[config.mk]
export PLATFORM = sky130hd
export DESIGN_NAME = adcw_ctrl
export DESIGN_NICKNAME = d
export VERILOG_FILES = /design/src/rtl/adcw_pkg.sv /design/src/rtl/adcw_ctrl.sv /design/src/rtl/adcw_prescaler.sv /design/src/rtl/adcw_sar.sv
export SDC_FILE = /design/constraint.sdc
export NUM_CORES = 1
export LEC_CHECK = 0
export BUFFER_PORTS_ARGS = -buffer_cell sky130_fd_sc_hd__buf_2
export CAP_MARGIN = 25
export CORE_ASPECT_RATIO = 0.9
export CORE_MARGIN = 2
export CORE_UTILIZATION = 55
export CTS_CLUSTER_DIAMETER = 120
export DETAILED_ROUTE_END_ITERATION = 7
export PLACE_DENSITY = 0.71
export SETUP_SLACK_MARGIN = 0.1
export SLEW_MARGIN = 25
export SYNTH_ARGS = -nofsm -noshare
export SYNTH_HDL_FRONTEND = slang
export SYNTH_SLANG_ARGS = --single-unit
[constraint.sdc]
create_clock -name ref_clk -period 5.8 [get_ports ref_clk]
set_clock_uncertainty 0.15 [all_clocks]
set_input_delay 0.87 -clock ref_clk [delete_from_list [all_inputs] [get_ports ref_clk]]
set_output_delay 0.87 -clock ref_clk [all_outputs]
set_load 0.05 [all_outputs]
[src/rtl/adcw_pkg.sv]
// ============================================================
// Shared constants for the autoscan converter control
package adcw_pkg;

  // Bus and converter sizes
  localparam int unsigned AW = 32;
  localparam int unsigned DW = 32;
  localparam int unsigned RES_W = 10;
  localparam int unsigned CH_W = 4;
  localparam int unsigned NUM_CH = 16;
  localparam logic [3:0] LAST_CH = 4'hf;

  // Printed register indexes, byte address is four times each
  localparam logic [11:0] CTRL_ONE_IDX = 12'h0fc;
  localparam logic [11:0] CTRL_TWO_IDX = 12'h0fd;
  localparam logic [11:0] CTRL_ONE_ADDR = 12'h3f0;
  localparam logic [11:0] CTRL_TWO_ADDR = 12'h3f4;

  // Further register byte addresses
  localparam logic [11:0] DATA_BASE = 12'h000;
  localparam logic [11:0] UP_A_ADDR = 12'h040;
  localparam logic [11:0] LO_A_ADDR = 12'h044;
  localparam logic [11:0] UP_B_ADDR = 12'h048;
  localparam logic [11:0] LO_B_ADDR = 12'h04c;
  localparam logic [11:0] STAT_ADDR = 12'h050;
  localparam logic [11:0] MASK_ADDR = 12'h054;

  // Control one fields
  localparam int unsigned CR1_SC_LSB = 4;
  localparam int unsigned CR1_CC_LSB = 0;
  // Control two fields
  localparam int unsigned CR2_PR_LSB = 5;
  localparam int unsigned CR2_CONT_BIT = 4;
  localparam int unsigned CR2_TRIG_BIT = 2;
  localparam int unsigned CR2_ACT_BIT = 0;

  // Status and mask bit positions
  localparam int unsigned ST_W = 5;
  localparam int unsigned ST_EOC = 0;
  localparam int unsigned ST_A_UP = 1;
  localparam int unsigned ST_A_LO = 2;
  localparam int unsigned ST_B_UP = 3;
  localparam int unsigned ST_B_LO = 4;

  // Reset values
  localparam logic [7:0] CTRL_RST = 8'h00;
  localparam logic [9:0] UP_RST = 10'h3ff;
  localparam logic [9:0] LO_RST = 10'h000;

  // Conversion timing in prescaled ticks: 8 sample plus 10 x 2 trial = 28
  localparam logic [3:0] SAMPLE_TICKS = 4'h8;
  localparam logic [3:0] TRIAL_TICKS = 4'h2;

  // AHB codes
  localparam logic [1:0] HTRANS_NONSEQ = 2'h2;
  localparam logic [1:0] HTRANS_SEQ = 2'h3;

  typedef enum logic [1:0] {
    ADCW_SAR_IDLE   = 2'b00,
    ADCW_SAR_SAMPLE = 2'b01,
    ADCW_SAR_TRIAL  = 2'b10
  } adcw_sar_st_t;

  typedef enum logic [0:0] {
    ADCW_SCAN_IDLE = 1'b0,
    ADCW_SCAN_BUSY = 1'b1
  } adcw_scan_st_t;

endpackage

[src/rtl/adcw_ctrl.sv]
// Local design decision: the AHB-Lite slave port.
`timescale 1ns/1ps
`default_nettype none
module adcw_ctrl (
  input  wire logic        ref_clk,
  input  wire logic        rstn,
  input  wire logic        hsel,
  input  wire logic [31:0] haddr,
  input  wire logic [1:0]  htrans,
  input  wire logic        hwrite,
  input  wire logic [2:0]  hsize,
  input  wire logic [31:0] hwdata,
  input  wire logic        hready,
  output logic             hreadyout,
  output logic             hresp,
  output logic [31:0]      hrdata,
  input  wire logic        ext_trig,
  input  wire logic        cmp_hi,
  output logic [3:0]       chan_sel,
  output logic             sample_en,
  output logic [9:0]       dac_code,
  output logic             irq
);

  typedef struct packed {
    logic [7:0]              converter_control_one;
    logic [7:0]              converter_control_two;
    logic [15:0][9:0]        data;
    logic [9:0]              up_a;
    logic [9:0]              lo_a;
    logic [9:0]              up_b;
    logic [9:0]              lo_b;
    logic [4:0]              status;
    logic [4:0]              mask;
    adcw_pkg::adcw_scan_st_t scan;
    logic [3:0]              chan;
    logic                    sar_start;
    logic                    wr_pend;
    logic [11:0]             wr_addr;
    logic [31:0]             rdata;
  } adcw_ctrl_t;

  adcw_ctrl_t cur_ff;
  adcw_ctrl_t nxt_ff;

  logic       tick;
  logic       sar_done;
  logic [9:0] sar_result;
  logic       sar_abort;
  logic       active;
  logic       addr_ok;
  logic [4:0] set_bits;
  logic [4:0] clr_bits;
  logic [3:0] ch_a;
  logic [3:0] ch_b;
  logic [9:0] wdata10;
  logic [3:0] start_ch;
  logic [3:0] watch_ch;
  logic       cont_mode;
  logic       trig_en;
  logic [2:0] pre_factor;
  logic       scan_busy;
  logic       chan_is_a;
  logic       chan_is_b;
  logic       chan_is_last;
  logic [1:0] flags_a;
  logic [1:0] flags_b;

  // ============================================================
  // Helpers

  // Window check, bit 1 upper crossing, bit 0 lower crossing
  function automatic logic [1:0] window_flags(input logic [9:0] v,
                                              input logic [9:0] up,
                                              input logic [9:0] lo);
    window_flags = {(v >= up), (v < lo)};
  endfunction

  // Word aligned byte address from the bus
  function automatic logic [11:0] word_addr(input logic [31:0] a);
    word_addr = {a[11:2], 2'b00};
  endfunction

  // Result registers fill the lowest sixteen words
  function automatic logic in_data_range(input logic [11:0] a);
    in_data_range = (a < adcw_pkg::DATA_BASE + 12'h040);
  endfunction

  // Register read mux
  // Data words sit at the bottom, control and thresholds above
  // Unmapped words read as zero
  function automatic logic [31:0] read_reg(input adcw_ctrl_t s, input logic [11:0] a);
    read_reg = 32'h0000_0000;
    if (in_data_range(a)) begin
      read_reg = {22'h000000, s.data[a[5:2]]};
    end else begin
      unique case (a)
        adcw_pkg::UP_A_ADDR:     read_reg = {22'h000000, s.up_a};
        adcw_pkg::LO_A_ADDR:     read_reg = {22'h000000, s.lo_a};
        adcw_pkg::UP_B_ADDR:     read_reg = {22'h000000, s.up_b};
        adcw_pkg::LO_B_ADDR:     read_reg = {22'h000000, s.lo_b};
        adcw_pkg::STAT_ADDR:     read_reg = {27'h0000000, s.status};
        adcw_pkg::MASK_ADDR:     read_reg = {27'h0000000, s.mask};
        adcw_pkg::CTRL_ONE_ADDR: read_reg = {24'h000000, s.converter_control_one};
        adcw_pkg::CTRL_TWO_ADDR: read_reg = {24'h000000, s.converter_control_two};
        default:                 read_reg = 32'h0000_0000;
      endcase
    end
  endfunction

  // ============================================================
  // Field decode

  // Control fields pulled out of the control registers
  assign start_ch = cur_ff.converter_control_one[adcw_pkg::CR1_SC_LSB +: 4];
  assign watch_ch = cur_ff.converter_control_one[adcw_pkg::CR1_CC_LSB +: 4];
  assign cont_mode = cur_ff.converter_control_two[adcw_pkg::CR2_CONT_BIT];
  assign trig_en = cur_ff.converter_control_two[adcw_pkg::CR2_TRIG_BIT];
  assign pre_factor = cur_ff.converter_control_two[adcw_pkg::CR2_PR_LSB +: 3];
  assign scan_busy = (cur_ff.scan == adcw_pkg::ADCW_SCAN_BUSY);

  // Watched pair, B wraps from 15 to 0
  assign ch_a = watch_ch;
  assign ch_b = watch_ch + 4'h1;
  assign chan_is_a = (cur_ff.chan == ch_a);
  assign chan_is_b = (cur_ff.chan == ch_b);
  assign chan_is_last = (cur_ff.chan == adcw_pkg::LAST_CH);

  // Window checks on the fresh result
  assign flags_a = window_flags(sar_result, cur_ff.up_a, cur_ff.lo_a);
  assign flags_b = window_flags(sar_result, cur_ff.up_b, cur_ff.lo_b);

  // ============================================================
  // Submodules

  adcw_prescaler u_pre (
    .ref_clk         (ref_clk),
    .rstn            (rstn),
    .run             (scan_busy),
    .prescale_factor (pre_factor),
    .tick            (tick)
  );

  adcw_sar u_sar (
    .ref_clk   (ref_clk),
    .rstn      (rstn),
    .start     (cur_ff.sar_start),
    .abort     (sar_abort),
    .tick      (tick),
    .cmp_hi    (cmp_hi),
    .sample_en (sample_en),
    .dac_code  (dac_code),
    .done      (sar_done),
    .result    (sar_result)
  );

  // ============================================================
  // Next state

  // Decode, scan sequencing, watchdogs and status
  always_comb begin
    // Defaults for this cycle
    nxt_ff = cur_ff;
    nxt_ff.sar_start = 1'b0;
    set_bits = 5'h00;
    clr_bits = 5'h00;
    sar_abort = 1'b0;
    wdata10 = hwdata[9:0];
    // Conversion active flag as software sees it
    active = cur_ff.converter_control_two[adcw_pkg::CR2_ACT_BIT];
    // Bus address phase accepted this cycle
    addr_ok = hsel && hready && ((htrans == adcw_pkg::HTRANS_NONSEQ) ||
                                 (htrans == adcw_pkg::HTRANS_SEQ));

    // Data phase of a write
    if (cur_ff.wr_pend) begin
      unique case (cur_ff.wr_addr)
        adcw_pkg::UP_A_ADDR:     nxt_ff.up_a = wdata10;
        adcw_pkg::LO_A_ADDR:     nxt_ff.lo_a = wdata10;
        adcw_pkg::UP_B_ADDR:     nxt_ff.up_b = wdata10;
        adcw_pkg::LO_B_ADDR:     nxt_ff.lo_b = wdata10;
        adcw_pkg::STAT_ADDR:     clr_bits = hwdata[4:0];
        adcw_pkg::MASK_ADDR:     nxt_ff.mask = hwdata[4:0];
        adcw_pkg::CTRL_ONE_ADDR: nxt_ff.converter_control_one = hwdata[7:0];
        adcw_pkg::CTRL_TWO_ADDR: nxt_ff.converter_control_two = hwdata[7:0];
        // Result words and holes ignore writes
        default:                 nxt_ff.mask = cur_ff.mask;
      endcase
    end

    // External trigger sets the active flag, ignored while already set
    if (ext_trig && trig_en && !active) begin
      nxt_ff.converter_control_two[adcw_pkg::CR2_ACT_BIT] = 1'b1;
    end

    // Scan sequencer
    unique case (cur_ff.scan)
      adcw_pkg::ADCW_SCAN_IDLE: begin
        if (active) begin
          nxt_ff.chan = start_ch;
          nxt_ff.sar_start = 1'b1;
          nxt_ff.scan = adcw_pkg::ADCW_SCAN_BUSY;
        end
      end
      adcw_pkg::ADCW_SCAN_BUSY: begin
        if (!active) begin
          sar_abort = 1'b1;
          nxt_ff.scan = adcw_pkg::ADCW_SCAN_IDLE;
        end else if (sar_done) begin
          nxt_ff.data[cur_ff.chan] = sar_result;
          if (chan_is_a) begin
            {set_bits[adcw_pkg::ST_A_UP], set_bits[adcw_pkg::ST_A_LO]} = flags_a;
          end
          if (chan_is_b) begin
            {set_bits[adcw_pkg::ST_B_UP], set_bits[adcw_pkg::ST_B_LO]} = flags_b;
          end
          if (chan_is_last) begin
            set_bits[adcw_pkg::ST_EOC] = 1'b1;
            if (cont_mode) begin
              nxt_ff.chan = start_ch;
              nxt_ff.sar_start = 1'b1;
            end else begin
              nxt_ff.converter_control_two[adcw_pkg::CR2_ACT_BIT] = 1'b0;
              nxt_ff.scan = adcw_pkg::ADCW_SCAN_IDLE;
            end
          end else begin
            nxt_ff.chan = cur_ff.chan + 4'h1;
            nxt_ff.sar_start = 1'b1;
          end
        end
      end
    endcase

    // Sticky status, set wins over clear
    nxt_ff.status = (cur_ff.status & ~clr_bits) | set_bits;

    // Address phase capture and registered read data
    nxt_ff.wr_pend = addr_ok && hwrite;
    if (addr_ok) begin
      nxt_ff.wr_addr = word_addr(haddr);
      nxt_ff.rdata = hwrite ? 32'h0000_0000 : read_reg(cur_ff, word_addr(haddr));
    end
  end

  // ============================================================
  // State register

  // Reset values and update
  always_ff @(posedge ref_clk) begin
    if (!rstn) begin
      cur_ff <= '0;
      // Control registers cleared, scan idle
      cur_ff.converter_control_one <= adcw_pkg::CTRL_RST;
      cur_ff.converter_control_two <= adcw_pkg::CTRL_RST;
      // Thresholds open the window to every result below 3ff
      cur_ff.up_a <= adcw_pkg::UP_RST;
      cur_ff.up_b <= adcw_pkg::UP_RST;
      cur_ff.lo_a <= adcw_pkg::LO_RST;
      cur_ff.lo_b <= adcw_pkg::LO_RST;
      cur_ff.scan <= adcw_pkg::ADCW_SCAN_IDLE;
    end else begin
      cur_ff <= nxt_ff;
    end
  end

  // ============================================================
  // Outputs

  // Zero wait, always OKAY
  assign hreadyout = 1'b1;
  assign hresp = 1'b0;
  // Read data from its register
  assign hrdata = cur_ff.rdata;
  assign chan_sel = cur_ff.chan;
  // Level interrupt from unmasked sticky bits
  assign irq = |(cur_ff.status & cur_ff.mask);

endmodule
`default_nettype wire

[src/rtl/adcw_prescaler.sv]
`timescale 1ns/1ps
`default_nettype none
// ============================================================
// Conversion clock tick generator
module adcw_prescaler (
  input  wire logic       ref_clk,
  input  wire logic       rstn,
  input  wire logic       run,
  input  wire logic [2:0] prescale_factor,
  output logic            tick
);

  typedef struct packed {
    logic [2:0] cnt;
    logic       tick;
  } adcw_pre_t;

  adcw_pre_t cur_ff;
  adcw_pre_t nxt_ff;
  logic [2:0] last;

  // One tick every prescale_factor cycles, zero acts as one
  always_comb begin
    nxt_ff = cur_ff;
    last = (prescale_factor == 3'h0) ? 3'h0 : prescale_factor - 3'h1;
    nxt_ff.tick = 1'b0;
    if (!run) begin
      nxt_ff.cnt = 3'h0;
    end else if (cur_ff.cnt >= last) begin
      nxt_ff.cnt = 3'h0;
      nxt_ff.tick = 1'b1;
    end else begin
      nxt_ff.cnt = cur_ff.cnt + 3'h1;
    end
  end

  // State register
  always_ff @(posedge ref_clk) begin
    if (!rstn) begin
      cur_ff <= '0;
    end else begin
      cur_ff <= nxt_ff;
    end
  end

  assign tick = cur_ff.tick;

endmodule
`default_nettype wire

[src/rtl/adcw_sar.sv]
`timescale 1ns/1ps
`default_nettype none
// ============================================================
// Successive approximation sequencer for one conversion
module adcw_sar (
  input  wire logic       ref_clk,
  input  wire logic       rstn,
  input  wire logic       start,
  input  wire logic       abort,
  input  wire logic       tick,
  input  wire logic       cmp_hi,
  output logic            sample_en,
  output logic [9:0]      dac_code,
  output logic            done,
  output logic [9:0]      result
);

  typedef struct packed {
    adcw_pkg::adcw_sar_st_t st;
    logic [3:0]             cnt;
    logic [3:0]             bitidx;
    logic [9:0]             code;
    logic [9:0]             result;
    logic                   done;
  } adcw_sar_t;

  adcw_sar_t cur_ff;
  adcw_sar_t nxt_ff;
  logic [9:0] kept;

  // Sample phase then one trial per bit, msb first
  always_comb begin
    nxt_ff = cur_ff;
    nxt_ff.done = 1'b0;
    kept = cur_ff.code;
    if (!cmp_hi) begin
      kept[cur_ff.bitidx] = 1'b0;
    end
    unique case (cur_ff.st)
      adcw_pkg::ADCW_SAR_IDLE: begin
        if (start) begin
          nxt_ff.st = adcw_pkg::ADCW_SAR_SAMPLE;
          nxt_ff.cnt = 4'h0;
          nxt_ff.code = 10'h000;
        end
      end
      adcw_pkg::ADCW_SAR_SAMPLE: begin
        if (tick) begin
          if (cur_ff.cnt == adcw_pkg::SAMPLE_TICKS - 4'h1) begin
            nxt_ff.st = adcw_pkg::ADCW_SAR_TRIAL;
            nxt_ff.cnt = 4'h0;
            nxt_ff.bitidx = 4'h9;
            nxt_ff.code = 10'h200;
          end else begin
            nxt_ff.cnt = cur_ff.cnt + 4'h1;
          end
        end
      end
      adcw_pkg::ADCW_SAR_TRIAL: begin
        if (tick) begin
          if (cur_ff.cnt == adcw_pkg::TRIAL_TICKS - 4'h1) begin
            nxt_ff.cnt = 4'h0;
            if (cur_ff.bitidx == 4'h0) begin
              nxt_ff.st = adcw_pkg::ADCW_SAR_IDLE;
              nxt_ff.code = kept;
              nxt_ff.result = kept;
              nxt_ff.done = 1'b1;
            end else begin
              nxt_ff.bitidx = cur_ff.bitidx - 4'h1;
              nxt_ff.code = kept | (10'h001 << (cur_ff.bitidx - 4'h1));
            end
          end else begin
            nxt_ff.cnt = cur_ff.cnt + 4'h1;
          end
        end
      end
      default: nxt_ff.st = adcw_pkg::ADCW_SAR_IDLE;
    endcase
    if (abort) begin
      nxt_ff.st = adcw_pkg::ADCW_SAR_IDLE;
      nxt_ff.done = 1'b0;
    end
  end

  // State register
  always_ff @(posedge ref_clk) begin
    if (!rstn) begin
      cur_ff <= '0;
    end else begin
      cur_ff <= nxt_ff;
    end
  end

  assign sample_en = (cur_ff.st == adcw_pkg::ADCW_SAR_SAMPLE);
  assign dac_code = cur_ff.code;
  assign done = cur_ff.done;
  assign result = cur_ff.result;

endmodule
`default_nettype wire

==> metrics.log, run 1 <==
INFO  metric cts_tree = done
INFO  metric grt-ovfl-total = 0
INFO  metric synth.cell_area = 14,660 um^2
INFO  metric cts_setup_buffers = 0
INFO  metric postCtsHoldBufs = 0
INFO  metric netlist_top_cells_area = sky130_fd_sc_hd__dfxtp_1, sky130_fd_sc_hd__nand2_1, sky130_fd_sc_hd__mux4_2, sky130_fd_sc_hd__a21oi_1, sky130_fd_sc_hd__ha_1
INFO  metric setup_violations = 0
INFO  metric synthFlopType = sky130_fd_sc_hd__dfxtp_1
INFO  metric detail_route.vias_per_cell = 6.049
INFO  metric wirelength = 40,160 um
INFO  metric p_int = 3.205 mW
INFO  metric setup.worst_path.start_class = input port
INFO  metric design.final.nets = 1,803
INFO  metric cts.repair.resized = 0
INFO  metric grt_usage = 28.39%
INFO  metric first_pass_grt_wire_length = 63,710 um
INFO  metric power.net_switching = 0.9466 mW
INFO  metric preCtsSetupSlack = 2.295 ns
INFO  metric area_of_the_multi_input_gates = 7853 um^2
INFO  metric tritoncts_num_sinks = 288
INFO  metric timing_hold_violations_final = 0
INFO  metric cts-root-to-sink-buffers = 3
INFO  metric cts_root_buffer = sky130_fd_sc_hd__clkbuf_16
INFO  metric die_area = 27,980 um^2
INFO  metric synth_commonest_cells = sky130_fd_sc_hd__nand2_1, sky130_fd_sc_hd__dfxtp_1, sky130_fd_sc_hd__a21oi_1
INFO  metric insertion_delay = 0.55 ns
INFO  metric synth-edff-count = 0
INFO  metric area_leader_netlist = sky130_fd_sc_hd__dfxtp_1
INFO  metric cts-buffers-inserted = 30
INFO  metric p_sw_share = 22.80%
INFO  metric library_cells_used_by_synthesis = 73
INFO  metric io_buffers = 53
INFO  metric clk_pin_slew_worst_paths = 0.06 ns
INFO  metric final_setup_slack_of_the_worst_path = 2.815 ns
INFO  metric number_of_warnings_printed_during_yosys_synthesis = 0
INFO  metric netlist.area_leader.share = 39.32%
INFO  metric antenna-diode-count = 0
INFO  metric crit_path_max_incr_delay = 0.70 ns
INFO  metric crit_chain = buf_2, buf_4, nand2b_1, nor4_4, a221o_1, a221oi_1, nor2_1
INFO  metric yosysSeqAreaShare = 39.32%
INFO  metric tightestPinTransition = 1.096 ns
INFO  metric die_height = 158.9 um
INFO  metric core = 26,140 um^2
INFO  metric final_layout_size_suffix_gt1_share = 11.68%
INFO  metric fin_tns_setup = 0 ns
INFO  metric cts.htree.levels = 1
INFO  metric run_status = finished clean
INFO  metric ant_nets = 0
INFO  metric ir_drop = 230.6 uV
INFO  metric layout.core_utilization = 60.05%
INFO  metric worstSetupEndpointType = flip-flop
INFO  metric antenna_found_initial = 0
INFO  metric yosys_register_bits = 288
INFO  metric drtIter0Drc = 1,248
INFO  metric final_max_slew_viol_count = 0
INFO  metric synth_async_sr_flop_share = 0%
INFO  metric synth_cells = 1,714
INFO  metric initial_core_util = 56.10%
INFO  metric min-delay-path-class = reg2reg
INFO  metric routedWlPerCell = 19.74 um
INFO  metric grt_setup_unrepaired = false
INFO  metric row_count = 56
INFO  metric synth_area_per_cell = 8.554 um^2
INFO  metric placed_cells = 1,980
INFO  metric final_min_period_over_clock_period = 51.46%
INFO  metric gp_congestion = 0.8472
INFO  metric grt_start_max_net_pins = 220
INFO  metric powerDensity = 264.5 nW/um^2
INFO  metric leakagePower = 5.784 nW
INFO  metric crit_arrival = 3.28 ns
INFO  metric final-seq-area = 5774 um^2
INFO  metric power_frac_comb = 4.9%
INFO  metric ios = 126
INFO  metric cp.required = 6.09 ns
INFO  metric slew-limit-headroom = 26.81%
INFO  metric cap_viol_max_count = 0
INFO  metric final.min_clock_period = 2.985 ns
INFO  metric detailedRoute.firstPassIterationCount = 5
INFO  metric drc_errors = 0
INFO  metric dpl.hpwl = 26,100 um
INFO  metric area_growth = 7.049%
INFO  metric number_of_vias_in_the_routed_layout = 12,300
INFO  metric via_count_of_the_first_global_routing_pass = 11,420
INFO  metric power.share.sequential = 47.9%
INFO  metric synth.most_common_cell = sky130_fd_sc_hd__nand2_1
INFO  metric post_layout_nonfiller_instances = 2,034
INFO  metric critical_path.slowest_cell = sky130_fd_sc_hd__buf_2
INFO  metric fin_total_pwr = 4.152 mW
INFO  metric crit_fanout = 30
INFO  metric crit_path_class = in2reg
INFO  metric die_width = 176.1 um
INFO  metric upper_clock_frequency_limit = 335.0 MHz
INFO  metric power.clock.fraction = 47.3%
INFO  metric n_fill_cell = 2,295
[path summary, 6_finish.rpt]
check	cells after the start	startpoint	endpoint	slack [ns]
worst min register to register	2	flip-flop	flip-flop	0.30
worst max-delay path	7	haddr[3]	hrdata[5]	2.82
worst max register to register	4	chan_sel[3]	flip-flop	3.07
worst min-delay path	2	flip-flop	flip-flop	0.30
[logic make-up (layout without fill, tap and decap cells)]
kind of cell,count (synthesis),in the layout,synth area share (%)
buffers and inverters,235,185,7.680
xor gates and xnor gates,10,10,0.5974
adders and majority gates,63,63,5.376
other,2,24,0.05122
AOI/OAI and AO/OA,431,431,16.81
and+or+nand+nor,564,564,17.92
muxes,121,121,12.24
DFF,288,288,39.32
[layer usage]
metal | track usage, % | vias up | part of all wire [%]
met1 | 41.60 | 5879 | 44
met4 | 5.748 | 0 | 1.8
met2 | 43.39 | 554 | 44
met5 | 0 | - | 0
met3 | 5.675 | 55 | 10
li1 | - | 5816 | -
[placed cells by master, fill, tap and decap left out, drive strengths merged, types with 5 or more instances in the layout]
master and n:
mux4 46, nand3 24, o21a 5, nand3b 12
and2 7, o211ai 29, a31oi 7, o22ai 5
nor2b 7, buf 65, nor3 13, nand2b 15
conb 24, nor3b 7, nand4 12, and4 6
a22oi 11, o31ai 7, and3 7, nand2 316
clkinv 7, o21ai 118, clkbuf 46, mux2i 69
inv 65, a221o 5, or3 6, a21oi 206
a211oi 5, nor2 108, a32oi 5, nor4 7
mux2 6, xnor2 7, ha 63, dfxtp 288
[power by group through the flow]
stage | Combinational, mW | Sequential [mW] | Clock [mW]
finish | 0.203 | 1.99 | 1.96
global route | 0.216 | 1.99 | 2.06
CTS | 0.200 | 1.99 | 1.98
detailed placement | 0.200 | 2.03 | 0
global placement | 0.199 | 2.03 | 0
floorplan | 0.169 | 2.03 | 0
[through the flow]
stage	hold WS, ns	instance area, um^2
2_1_floorplan	0.2673	14740
3_3_place_gp	0.2804	14670
3_5_place_dp	0.2973	14680
4_1_cts	0.3056	15690
5_1_grt	0.3221	15700
6_report	0.3028	15700
[cell type report]
| type | instances | share of cell area [%] |
|---|---|---|
| timing repair buffer | 65 | 2.344 |
| sequential | 288 | 36.79 |
| clock buffer | 46 | 5.875 |
| multi-input combinational | 1213 | 50.03 |
| tap | 348 | 2.774 |
| clock inverter | 8 | 0.5740 |
| inverter | 66 | 1.610 |
[worst max-delay path, delay by kind of cell]
| kind | cells | cell delay, ns |
|---|---|---|
| and+or+nand+nor | 3 | 0.52 |
| AOI/OAI and AO/OA | 2 | 0.69 |
| buffers and inverters | 2 | 1.18 |
Power figures use the tool's default switching activity.
==> inputs of run 2 (changes only) <==
--- a/config.mk
+++ b/config.mk
@@ -9,10 +9,10 @@
 export CAP_MARGIN = 25
 export CORE_ASPECT_RATIO = 0.9
 export CORE_MARGIN = 2
-export CORE_UTILIZATION = 55
+export CORE_UTILIZATION = 54
 export CTS_CLUSTER_DIAMETER = 120
 export DETAILED_ROUTE_END_ITERATION = 7
-export PLACE_DENSITY = 0.71
+export PLACE_DENSITY = 0.73
 export SETUP_SLACK_MARGIN = 0.1
 export SLEW_MARGIN = 25
 export SYNTH_ARGS = -nofsm -noshare
==> constraint.sdc (replaced) <==
create_clock -name ref_clk -period 2.7 [get_ports ref_clk]
set_clock_uncertainty 0.15 [all_clocks]
set_input_delay 0.405 -clock ref_clk [delete_from_list [all_inputs] [get_ports ref_clk]]
set_output_delay 0.405 -clock ref_clk [all_outputs]
set_load 0.05 [all_outputs]
==> run 2 against run 1 <==
- core utilization up 1.0 points
- largest power group is now the clock network
- largest cell class unchanged
- highest routed layer unchanged
- via count up 3.7%
- clock-buffer cell count down 7
- critical endpoint is now u_sar.dac_code[2]
- final area up 4.3%
==> metrics.log, run 2 (same netlist as run 1, synthesis figures left out) <==
INFO  metric critical_path.slowest_cell = sky130_fd_sc_hd__or3b_2 (was sky130_fd_sc_hd__buf_2)
INFO  metric leakagePower = 6.180 nW (was 5.784 nW)
INFO  metric use_met3 = 4.830% (was 5.675%)
INFO  metric dpl.hpwl = 28,370 um (was 26,100 um)
INFO  metric io_buffers = 53 (unchanged)
INFO  metric cp.required = 3.00 ns (was 6.09 ns)
INFO  metric grt_usage = 28.63% (was 28.39%)
INFO  metric detail_route.vias_per_cell = 6.052 (was 6.049)
INFO  metric antenna-diode-count = 0 (unchanged)
INFO  metric die_height = 160.3 um (was 158.9 um)
INFO  metric cap_viol_max_count = 0 (unchanged)
INFO  metric grt_setup_unrepaired = false (unchanged)
INFO  metric crit_path_class = reg2reg (was in2reg)
INFO  metric final.min_clock_period = 2.470 ns
INFO  metric crit_fanout = 6 (was 30)
INFO  metric clk_pin_slew_worst_paths = 0.06 ns (about the same)
INFO  metric groute.layer.met1.usage = 40.75% (was 41.60%)
INFO  metric die_area = 28,490 um^2 (was 27,980 um^2)
INFO  metric drtIter0Drc = 1,305 (was 1,248)
INFO  metric first_pass_grt_wire_length = 64,720 um (was 63,710 um)
INFO  metric die_width = 177.7 um (was 176.1 um)
INFO  metric slew-limit-headroom = 44.39% (was 26.81%)
INFO  metric critPathLaunch = u_sar.cur_ff[25] (was haddr[3])
INFO  metric cts_setup_buffers = 0 (unchanged)
INFO  metric grt-ovfl-total = 0 (unchanged)
INFO  metric row_count = 57 (was 56)
INFO  metric number_of_vias_in_the_routed_layout = 12,760 (was 12,300)
INFO  metric cts-root-to-sink-buffers = 3 (unchanged)
INFO  metric most_common_cell_after_layout_fill_and_taps_aside = sky130_fd_sc_hd__nand2_1 (unchanged)
INFO  metric cts_root_buffer = sky130_fd_sc_hd__clkbuf_16 (unchanged)
INFO  metric cts_tree = done (unchanged)
INFO  metric ir_drop = 511.1 uV (was 230.6 uV)
INFO  metric wirelength = 41,450 um (was 40,160 um)
INFO  metric initial_core_util = 54.68% (was 56.10%)
INFO  metric fin_tns_setup = 0 ns (unchanged)
INFO  metric crit_arrival = 2.77 ns (was 3.28 ns)
INFO  metric drc_errors = 0 (unchanged)
INFO  metric setup.worst_path.start_class = flip-flop (was input port)
INFO  metric grt-busiest-layer = met2 (unchanged)
INFO  metric area_growth = 11.68% (was 7.049%)
INFO  metric routedWlPerCell = 19.66 um (was 19.74 um)
INFO  metric dpl-instance-area = 15,160 um^2 (was 14,680 um^2)
INFO  metric final_layout_size_suffix_gt1_share = 14.31% (was 11.68%)
INFO  metric timing_hold_violations_final = 0 (unchanged)
INFO  metric gp_congestion = 0.9142 (was 0.8472)
INFO  metric run_status = finished clean (unchanged)
INFO  metric grt_start_max_net_pins = 175 (was 220)
INFO  metric reg_to_reg_critical_path_startpoint = u_sar.cur_ff[25] (was chan_sel[3])
INFO  metric detailedRoute.firstPassIterationCount = 7 (was 5)
INFO  metric stdcell_area = 16,370 um^2 (was 15,700 um^2)
INFO  metric ant_nets = 0 (unchanged)
INFO  metric antenna_found_initial = 1 (was 0)
INFO  metric powerDensity = 570.1 nW/um^2 (was 264.5 nW/um^2)
INFO  metric worstSetupEndpointType = flip-flop (unchanged)
INFO  metric min-delay-path-class = in2reg (was reg2reg)
INFO  metric ios = 126 (unchanged)
INFO  metric upper_clock_frequency_limit = 404.8 MHz
INFO  metric cts.htree.levels = 1 (unchanged)
INFO  metric crit_path_max_incr_delay = 0.48 ns (was 0.70 ns)
INFO  metric via_count_of_the_first_global_routing_pass = 11,840 (was 11,420)
INFO  metric mostFrequentLayoutCells = sky130_fd_sc_hd__nand2_1, sky130_fd_sc_hd__dfxtp_1, sky130_fd_sc_hd__a21oi_1 (unchanged)
INFO  metric tritoncts_num_sinks = 288 (unchanged)
INFO  metric cts-buffers-inserted = 30 (unchanged)
INFO  metric final_min_period_over_clock_period = 91.50%
INFO  metric post_layout_nonfiller_instances = 2,108 (was 2,034)
INFO  metric setup_violations = 0 (unchanged)
INFO  metric global_route.usage.met2 = 43.80% (was 43.39%)
INFO  metric crit_chain = ha_1, or3b_2, a21oi_2, o21ai_1, and2_1, a221o_1 (was buf_2, buf_4, nand2b_1, nor4_4, a221o_1, a221oi_1, nor2_1)
INFO  metric tightestPinTransition = 0.8330 ns (was 1.096 ns)
INFO  metric insertion_delay = 0.57 ns (was 0.55 ns)
INFO  metric hp-start = hwdata[7]
INFO  metric design.final.nets = 1,871 (was 1,803)
INFO  metric core = 26,820 um^2 (was 26,140 um^2)
INFO  metric fin_total_pwr = 9.336 mW (was 4.152 mW)
INFO  metric final_max_slew_viol_count = 0 (unchanged)
INFO  metric layout.core_utilization = 61.06% (was 60.05%)
INFO  metric placed_cells = 2,043 (was 1,980)
==> run 2: changes by cell type in the layout (fill, tap and decap cells not counted), moves of 2 or more <==
cell and change:
sky130_fd_sc_hd__dfxtp_1 +7, sky130_fd_sc_hd__clkbuf_1 -2, sky130_fd_sc_hd__buf_12 +4, sky130_fd_sc_hd__dfxtp_2 -7
sky130_fd_sc_hd__buf_4 +53, sky130_fd_sc_hd__bufinv_16 +5, sky130_fd_sc_hd__dlygate4sd3_1 +11, sky130_fd_sc_hd__clkbuf_8 -4
==> run 2: cell type report <==
cell class              count  area (um^2)
multi-input cells        1213         7858
clock inverters            15        265.3
repair buffers            133        955.9
clock buffers              39        834.6
inverters                  66        252.7
flip-flops and latches    288         5766
well taps                 354        442.9
fillers                  2283        10440
==> run 2: routing by layer <==
| layer | wire length (um) | vias to the layer above |
|---|---|---|
| li1 | - | 5953 |
| met1 | 17480 | 6068 |
| met3 | 4001 | 107 |
| met5 | 0 | - |
| met2 | 18370 | 630 |
| met4 | 1599 | 0 |
==> run 2: worst paths after layout <==
check / to / slack [ns] / cells past startpoint
setup / recovery: u_sar.dac_code[2] / 0.23 / 6
hold / removal: cur_ff[88] / 0.01 / 3
setup reg to reg: u_sar.dac_code[2] / 0.23 / 6
hold reg to reg: u_pre.cur_ff[1] / 0.29 / 1
==> run 2: metrics by stage <==
stage	setup WS [ns]	hold WS, ns
after floorplan	0.2250	0.2673
after global placement	0.1907	0.2803
after detailed placement	0.1906	0.2884
final	0.2296	0.01033
after CTS	0.2041	0.001758
after global routing	0.1447	0.03310
==> run 2: repair_timing <==
item                       in CTS  in global routing
hold endpoints to repair       18                  0
setup endpoints to repair       0                 16
resized for setup               0                  2
hold buffers                   11                  0
==> run 2: worst max-delay path, delay by kind of cell, from the launching register on <==
| family | cells | cell delay [ns] |
|---|---|---|
| AO/OA/AOI/OAI | 3 | 0.83 |
| adder cells (fa/ha/maj) | 1 | 0.19 |
| AND/OR/NAND/NOR | 2 | 0.78 |
| flip-flops | 1 | 0.41 |
==> run 2: power breakdown <==
part	switching, mW	internal, mW	leakage (nW)
Sequential	0.0104	4.26	2.32
Clock	1.76	2.84	0.544
Combinational	0.338	0.136	3.32
Total	2.10	7.23	6.18
==> inputs of run 3 (changes only) <==
--- a/config.mk
+++ b/config.mk
@@ -9,10 +9,10 @@
 export CAP_MARGIN = 25
 export CORE_ASPECT_RATIO = 0.9
 export CORE_MARGIN = 2
-export CORE_UTILIZATION = 54
+export CORE_UTILIZATION = 40
 export CTS_CLUSTER_DIAMETER = 120
 export DETAILED_ROUTE_END_ITERATION = 7
-export PLACE_DENSITY = 0.73
+export PLACE_DENSITY = 0.56
 export SETUP_SLACK_MARGIN = 0.1
 export SLEW_MARGIN = 25
 export SYNTH_ARGS = -nofsm -noshare
==> run 3 against run 2 <==
- final cell count increased by 6.2%
- worst hold slack improved by 0.015 ns
- clock-buffer cell count grew 13
- largest cell class unchanged
- highest routed layer is now met5
- maximum frequency grew 0.68%
- critical endpoint is now hrdata[1]
- largest power group unchanged
- final area increased by 1.0%
- combinational power barely moved
- die area is 34% higher
- non-clock buffer count is 1 higher
==> metrics.log, run 3 (same netlist as run 1, synthesis figures left out) <==
INFO  metric cts_tree = done (unchanged)
INFO  metric area_growth = 12.84% (was 11.68%)
INFO  metric p_sw_share = 23.48% (was 22.54%)
INFO  metric cts.htree.levels = 2 (was 1)
INFO  metric post_layout_nonfiller_instances = 2,238 (was 2,108)
INFO  metric final_setup_slack_of_the_worst_path = 0.2463 ns (was 0.2296 ns)
INFO  metric ios = 126 (unchanged)
INFO  metric placed_cells = 2,175 (was 2,043)
INFO  metric mostFrequentLayoutCells = sky130_fd_sc_hd__nand2_1, sky130_fd_sc_hd__dfxtp_1, sky130_fd_sc_hd__a21oi_1 (unchanged)
INFO  metric r2r_cells = 6 (unchanged)
INFO  metric tritoncts_num_sinks = 288 (unchanged)
INFO  metric cts_root_buffer = sky130_fd_sc_hd__clkbuf_16 (unchanged)
INFO  metric drc_errors = 0 (unchanged)
INFO  metric power_frac_comb = 5.0% (was 5.1%)
INFO  metric powerDensity = 570.4 nW/um^2 (was 570.1 nW/um^2)
INFO  metric first_pass_grt_wire_length = 68,120 um (was 64,720 um)
INFO  metric dpl.hpwl = 30,710 um (was 28,370 um)
INFO  metric final.min_clock_period = 2.454 ns (was 2.470 ns)
INFO  metric power.clock.fraction = 49.7% (was 49.2%)
INFO  metric layout.core_utilization = 45.74% (was 61.06%)
INFO  metric slew-limit-headroom = 52.12% (was 44.39%)
INFO  metric crit_path_max_incr_delay = 0.63 ns (was 0.48 ns)
INFO  metric setup_slack_of_the_most_critical_reg_to_reg_path = 0.30 ns (was 0.23 ns)
INFO  metric hp-start = haddr[11] (was hwdata[7])
INFO  metric worstSetupEndpointType = flip-flop (unchanged)
INFO  metric final_layout_size_suffix_gt1_share = 14.98% (was 14.31%)
INFO  metric reg_to_reg_critical_path_startpoint = scan_busy (was u_sar.cur_ff[25])
INFO  metric cp.required = 2.96 ns (was 3.00 ns)
INFO  metric ir_drop = 305.7 uV (was 511.1 uV)
INFO  metric row_count = 66 (was 57)
INFO  metric upper_clock_frequency_limit = 407.5 MHz (was 404.8 MHz)
INFO  metric grt-ovfl-total = 0 (unchanged)
INFO  metric tightestPinTransition = 0.7090 ns (was 0.8330 ns)
INFO  metric ant_nets = 0 (unchanged)
INFO  metric buf_inv_on_cp = 2 (was 0)
INFO  metric die_width = 205.8 um (was 177.7 um)
INFO  metric cap_viol_max_count = 0 (unchanged)
INFO  metric drtIter0Drc = 1,274 (was 1,305)
INFO  metric power.net_switching = 2.215 mW (was 2.105 mW)
INFO  metric detailedRoute.firstPassIterationCount = 7 (unchanged)
INFO  metric fin_tns_setup = 0 ns (unchanged)
INFO  metric cpLargestDelayFamily = simple AND/OR/NAND/NOR gates (was compound AO/OA/AOI/OAI gates)
INFO  metric grt_setup_unrepaired = false (unchanged)
INFO  metric gp_congestion = 0.8654 (was 0.9142)
INFO  metric insertion_delay = 0.52 ns (was 0.57 ns)
INFO  metric crit_chain = dlygate4sd3_1, buf_2, or3_1, or3_1, o31ai_1, nand2_1, and4_1 (was ha_1, or3b_2, a21oi_2, o21ai_1, and2_1, a221o_1)
INFO  metric hold-path-endpoint = cur_ff[43] (was cur_ff[88])
INFO  metric most_common_cell_after_layout_fill_and_taps_aside = sky130_fd_sc_hd__nand2_1 (unchanged)
INFO  metric timing_hold_violations_final = 0 (unchanged)
INFO  metric preCtsSetupSlack = 0.2869 ns (was 0.1906 ns)
INFO  metric detail_route.vias_per_cell = 5.592 (was 6.052)
INFO  metric p_int = 7.220 mW (was 7.231 mW)
INFO  metric wirelength = 44,140 um (was 41,450 um)
INFO  metric final_max_slew_viol_count = 0 (unchanged)
INFO  metric setup.worst_path.start_class = input port (was flip-flop)
INFO  metric crit_fanout = 14 (was 6)
INFO  metric critical_path.most_common_cell = sky130_fd_sc_hd__or3_1
INFO  metric cts-root-to-sink-buffers = 3 (unchanged)
INFO  metric critical_path.slowest_cell = sky130_fd_sc_hd__or3_1 (was sky130_fd_sc_hd__or3b_2)
INFO  metric power.share.sequential = 45.2% (was 45.7%)
INFO  metric run_status = finished clean (unchanged)
INFO  metric timing.hold.worst_path_depth = 3 (unchanged)
INFO  metric setup_violations = 0 (unchanged)
INFO  metric initial_core_util = 40.54% (was 54.68%)
INFO  metric die_area = 38,200 um^2 (was 28,490 um^2)
INFO  metric io_buffers = 53 (unchanged)
INFO  metric leakagePower = 6.198 nW (was 6.180 nW)
INFO  metric antenna-diode-count = 0 (unchanged)
INFO  metric timing.hold.ws = 0.02539 ns (was 0.01033 ns)
INFO  metric design.final.nets = 1,876 (was 1,871)
INFO  metric grt_usage = 23.04% (was 28.63%)
INFO  metric final_min_period_over_clock_period = 90.88% (was 91.50%)
INFO  metric grt_start_max_net_pins = 127 (was 175)
INFO  metric via_count_of_the_first_global_routing_pass = 11,870 (was 11,840)
INFO  metric number_of_vias_in_the_routed_layout = 12,520 (was 12,760)
INFO  metric crit_arrival = 2.71 ns (was 2.77 ns)
INFO  metric clk_pin_slew_worst_paths = 0.06 ns (about the same)
INFO  metric cts-buffers-inserted = 34 (was 30)
INFO  metric crit_path_class = in2reg (was reg2reg)
INFO  metric antenna_found_initial = 2 (was 1)
INFO  metric cts_setup_buffers = 0 (unchanged)
INFO  metric core = 36,170 um^2 (was 26,820 um^2)
INFO  metric routedWlPerCell = 19.72 um (was 19.66 um)
INFO  metric die_height = 185.6 um (was 160.3 um)
INFO  metric min-delay-path-class = in2reg (unchanged)
-- run 3: layout make-up --
type                            instances  area [um^2]
Tap cell                              476        595.6
Multi-Input combinational cell       1213         7854
Timing Repair Buffer                  134        928.4
Inverter                               66        252.7
Sequential cell                       288         5766
Clock inverter                          9        118.9
Clock buffer                           52         1028
Fill cell                            3495        19630
-- run 3: worst register-to-register path, cell delays in order, from the launching register on --
cell and delay, ns:
sky130_fd_sc_hd__dfxtp_1 0.48, sky130_fd_sc_hd__and3_1 0.43, sky130_fd_sc_hd__nand2_1 0.48, sky130_fd_sc_hd__nor2_1 0.35
sky130_fd_sc_hd__buf_4 0.22, sky130_fd_sc_hd__nand2_1 0.07, sky130_fd_sc_hd__a21oi_1 0.15
-- run 3: stage by stage --
stage	power (mW)	area, um^2
3_5_place_dp	4.833	15370
6_report	9.436	16540
4_1_cts	9.496	16540
5_1_grt	9.717	16540
3_3_place_gp	4.829	15370
2_1_floorplan	4.723	14740
-- run 3: metal layers --
| layer | vias up | GRT usage (%) | share of wire, % | routed length, um |
|---|---|---|---|---|
| li1 | 5966 | - | - | - |
| met1 | 6053 | 31.99 | 45 | 20020 |
| met2 | 416 | 36.50 | 44 | 19620 |
| met3 | 79 | 3.922 | 7.3 | 3223 |
| met4 | 2 | 7.257 | 2.9 | 1267 |
| met5 | - | 0 | 0.025 | 11 |
-- run 3: timing repair --
action                     in CTS  in global routing
resized for setup               0                  1
hold buffers                    2                  0
setup endpoints to repair       0                  2
hold endpoints to repair        2                  0
-- run 3: power groups by stage --
stage / Clock, mW / Combinational (mW) / Sequential (mW)
3_3_place_gp: 0 / 0.467 / 4.36
2_1_floorplan: 0 / 0.363 / 4.36
5_1_grt: 4.94 / 0.508 / 4.27
4_1_cts: 4.75 / 0.473 / 4.27
6_report: 4.69 / 0.476 / 4.27
3_5_place_dp: 0 / 0.470 / 4.36
-- run 3: worst max path at each step --
stage                      from                end  slack, ns  cells after the start
4_1_cts                haddr[8]          hrdata[1]       0.28                      7
6_report               haddr[8]          hrdata[1]       0.25                      7
2_1_floorplan  u_sar.cur_ff[30]  u_sar.dac_code[2]       0.22                      9
5_1_grt               scan_busy          flip-flop       0.11                      6
3_3_place_gp           haddr[3]          hrdata[4]       0.28                      7
3_5_place_dp           haddr[3]          hrdata[4]       0.29                      7
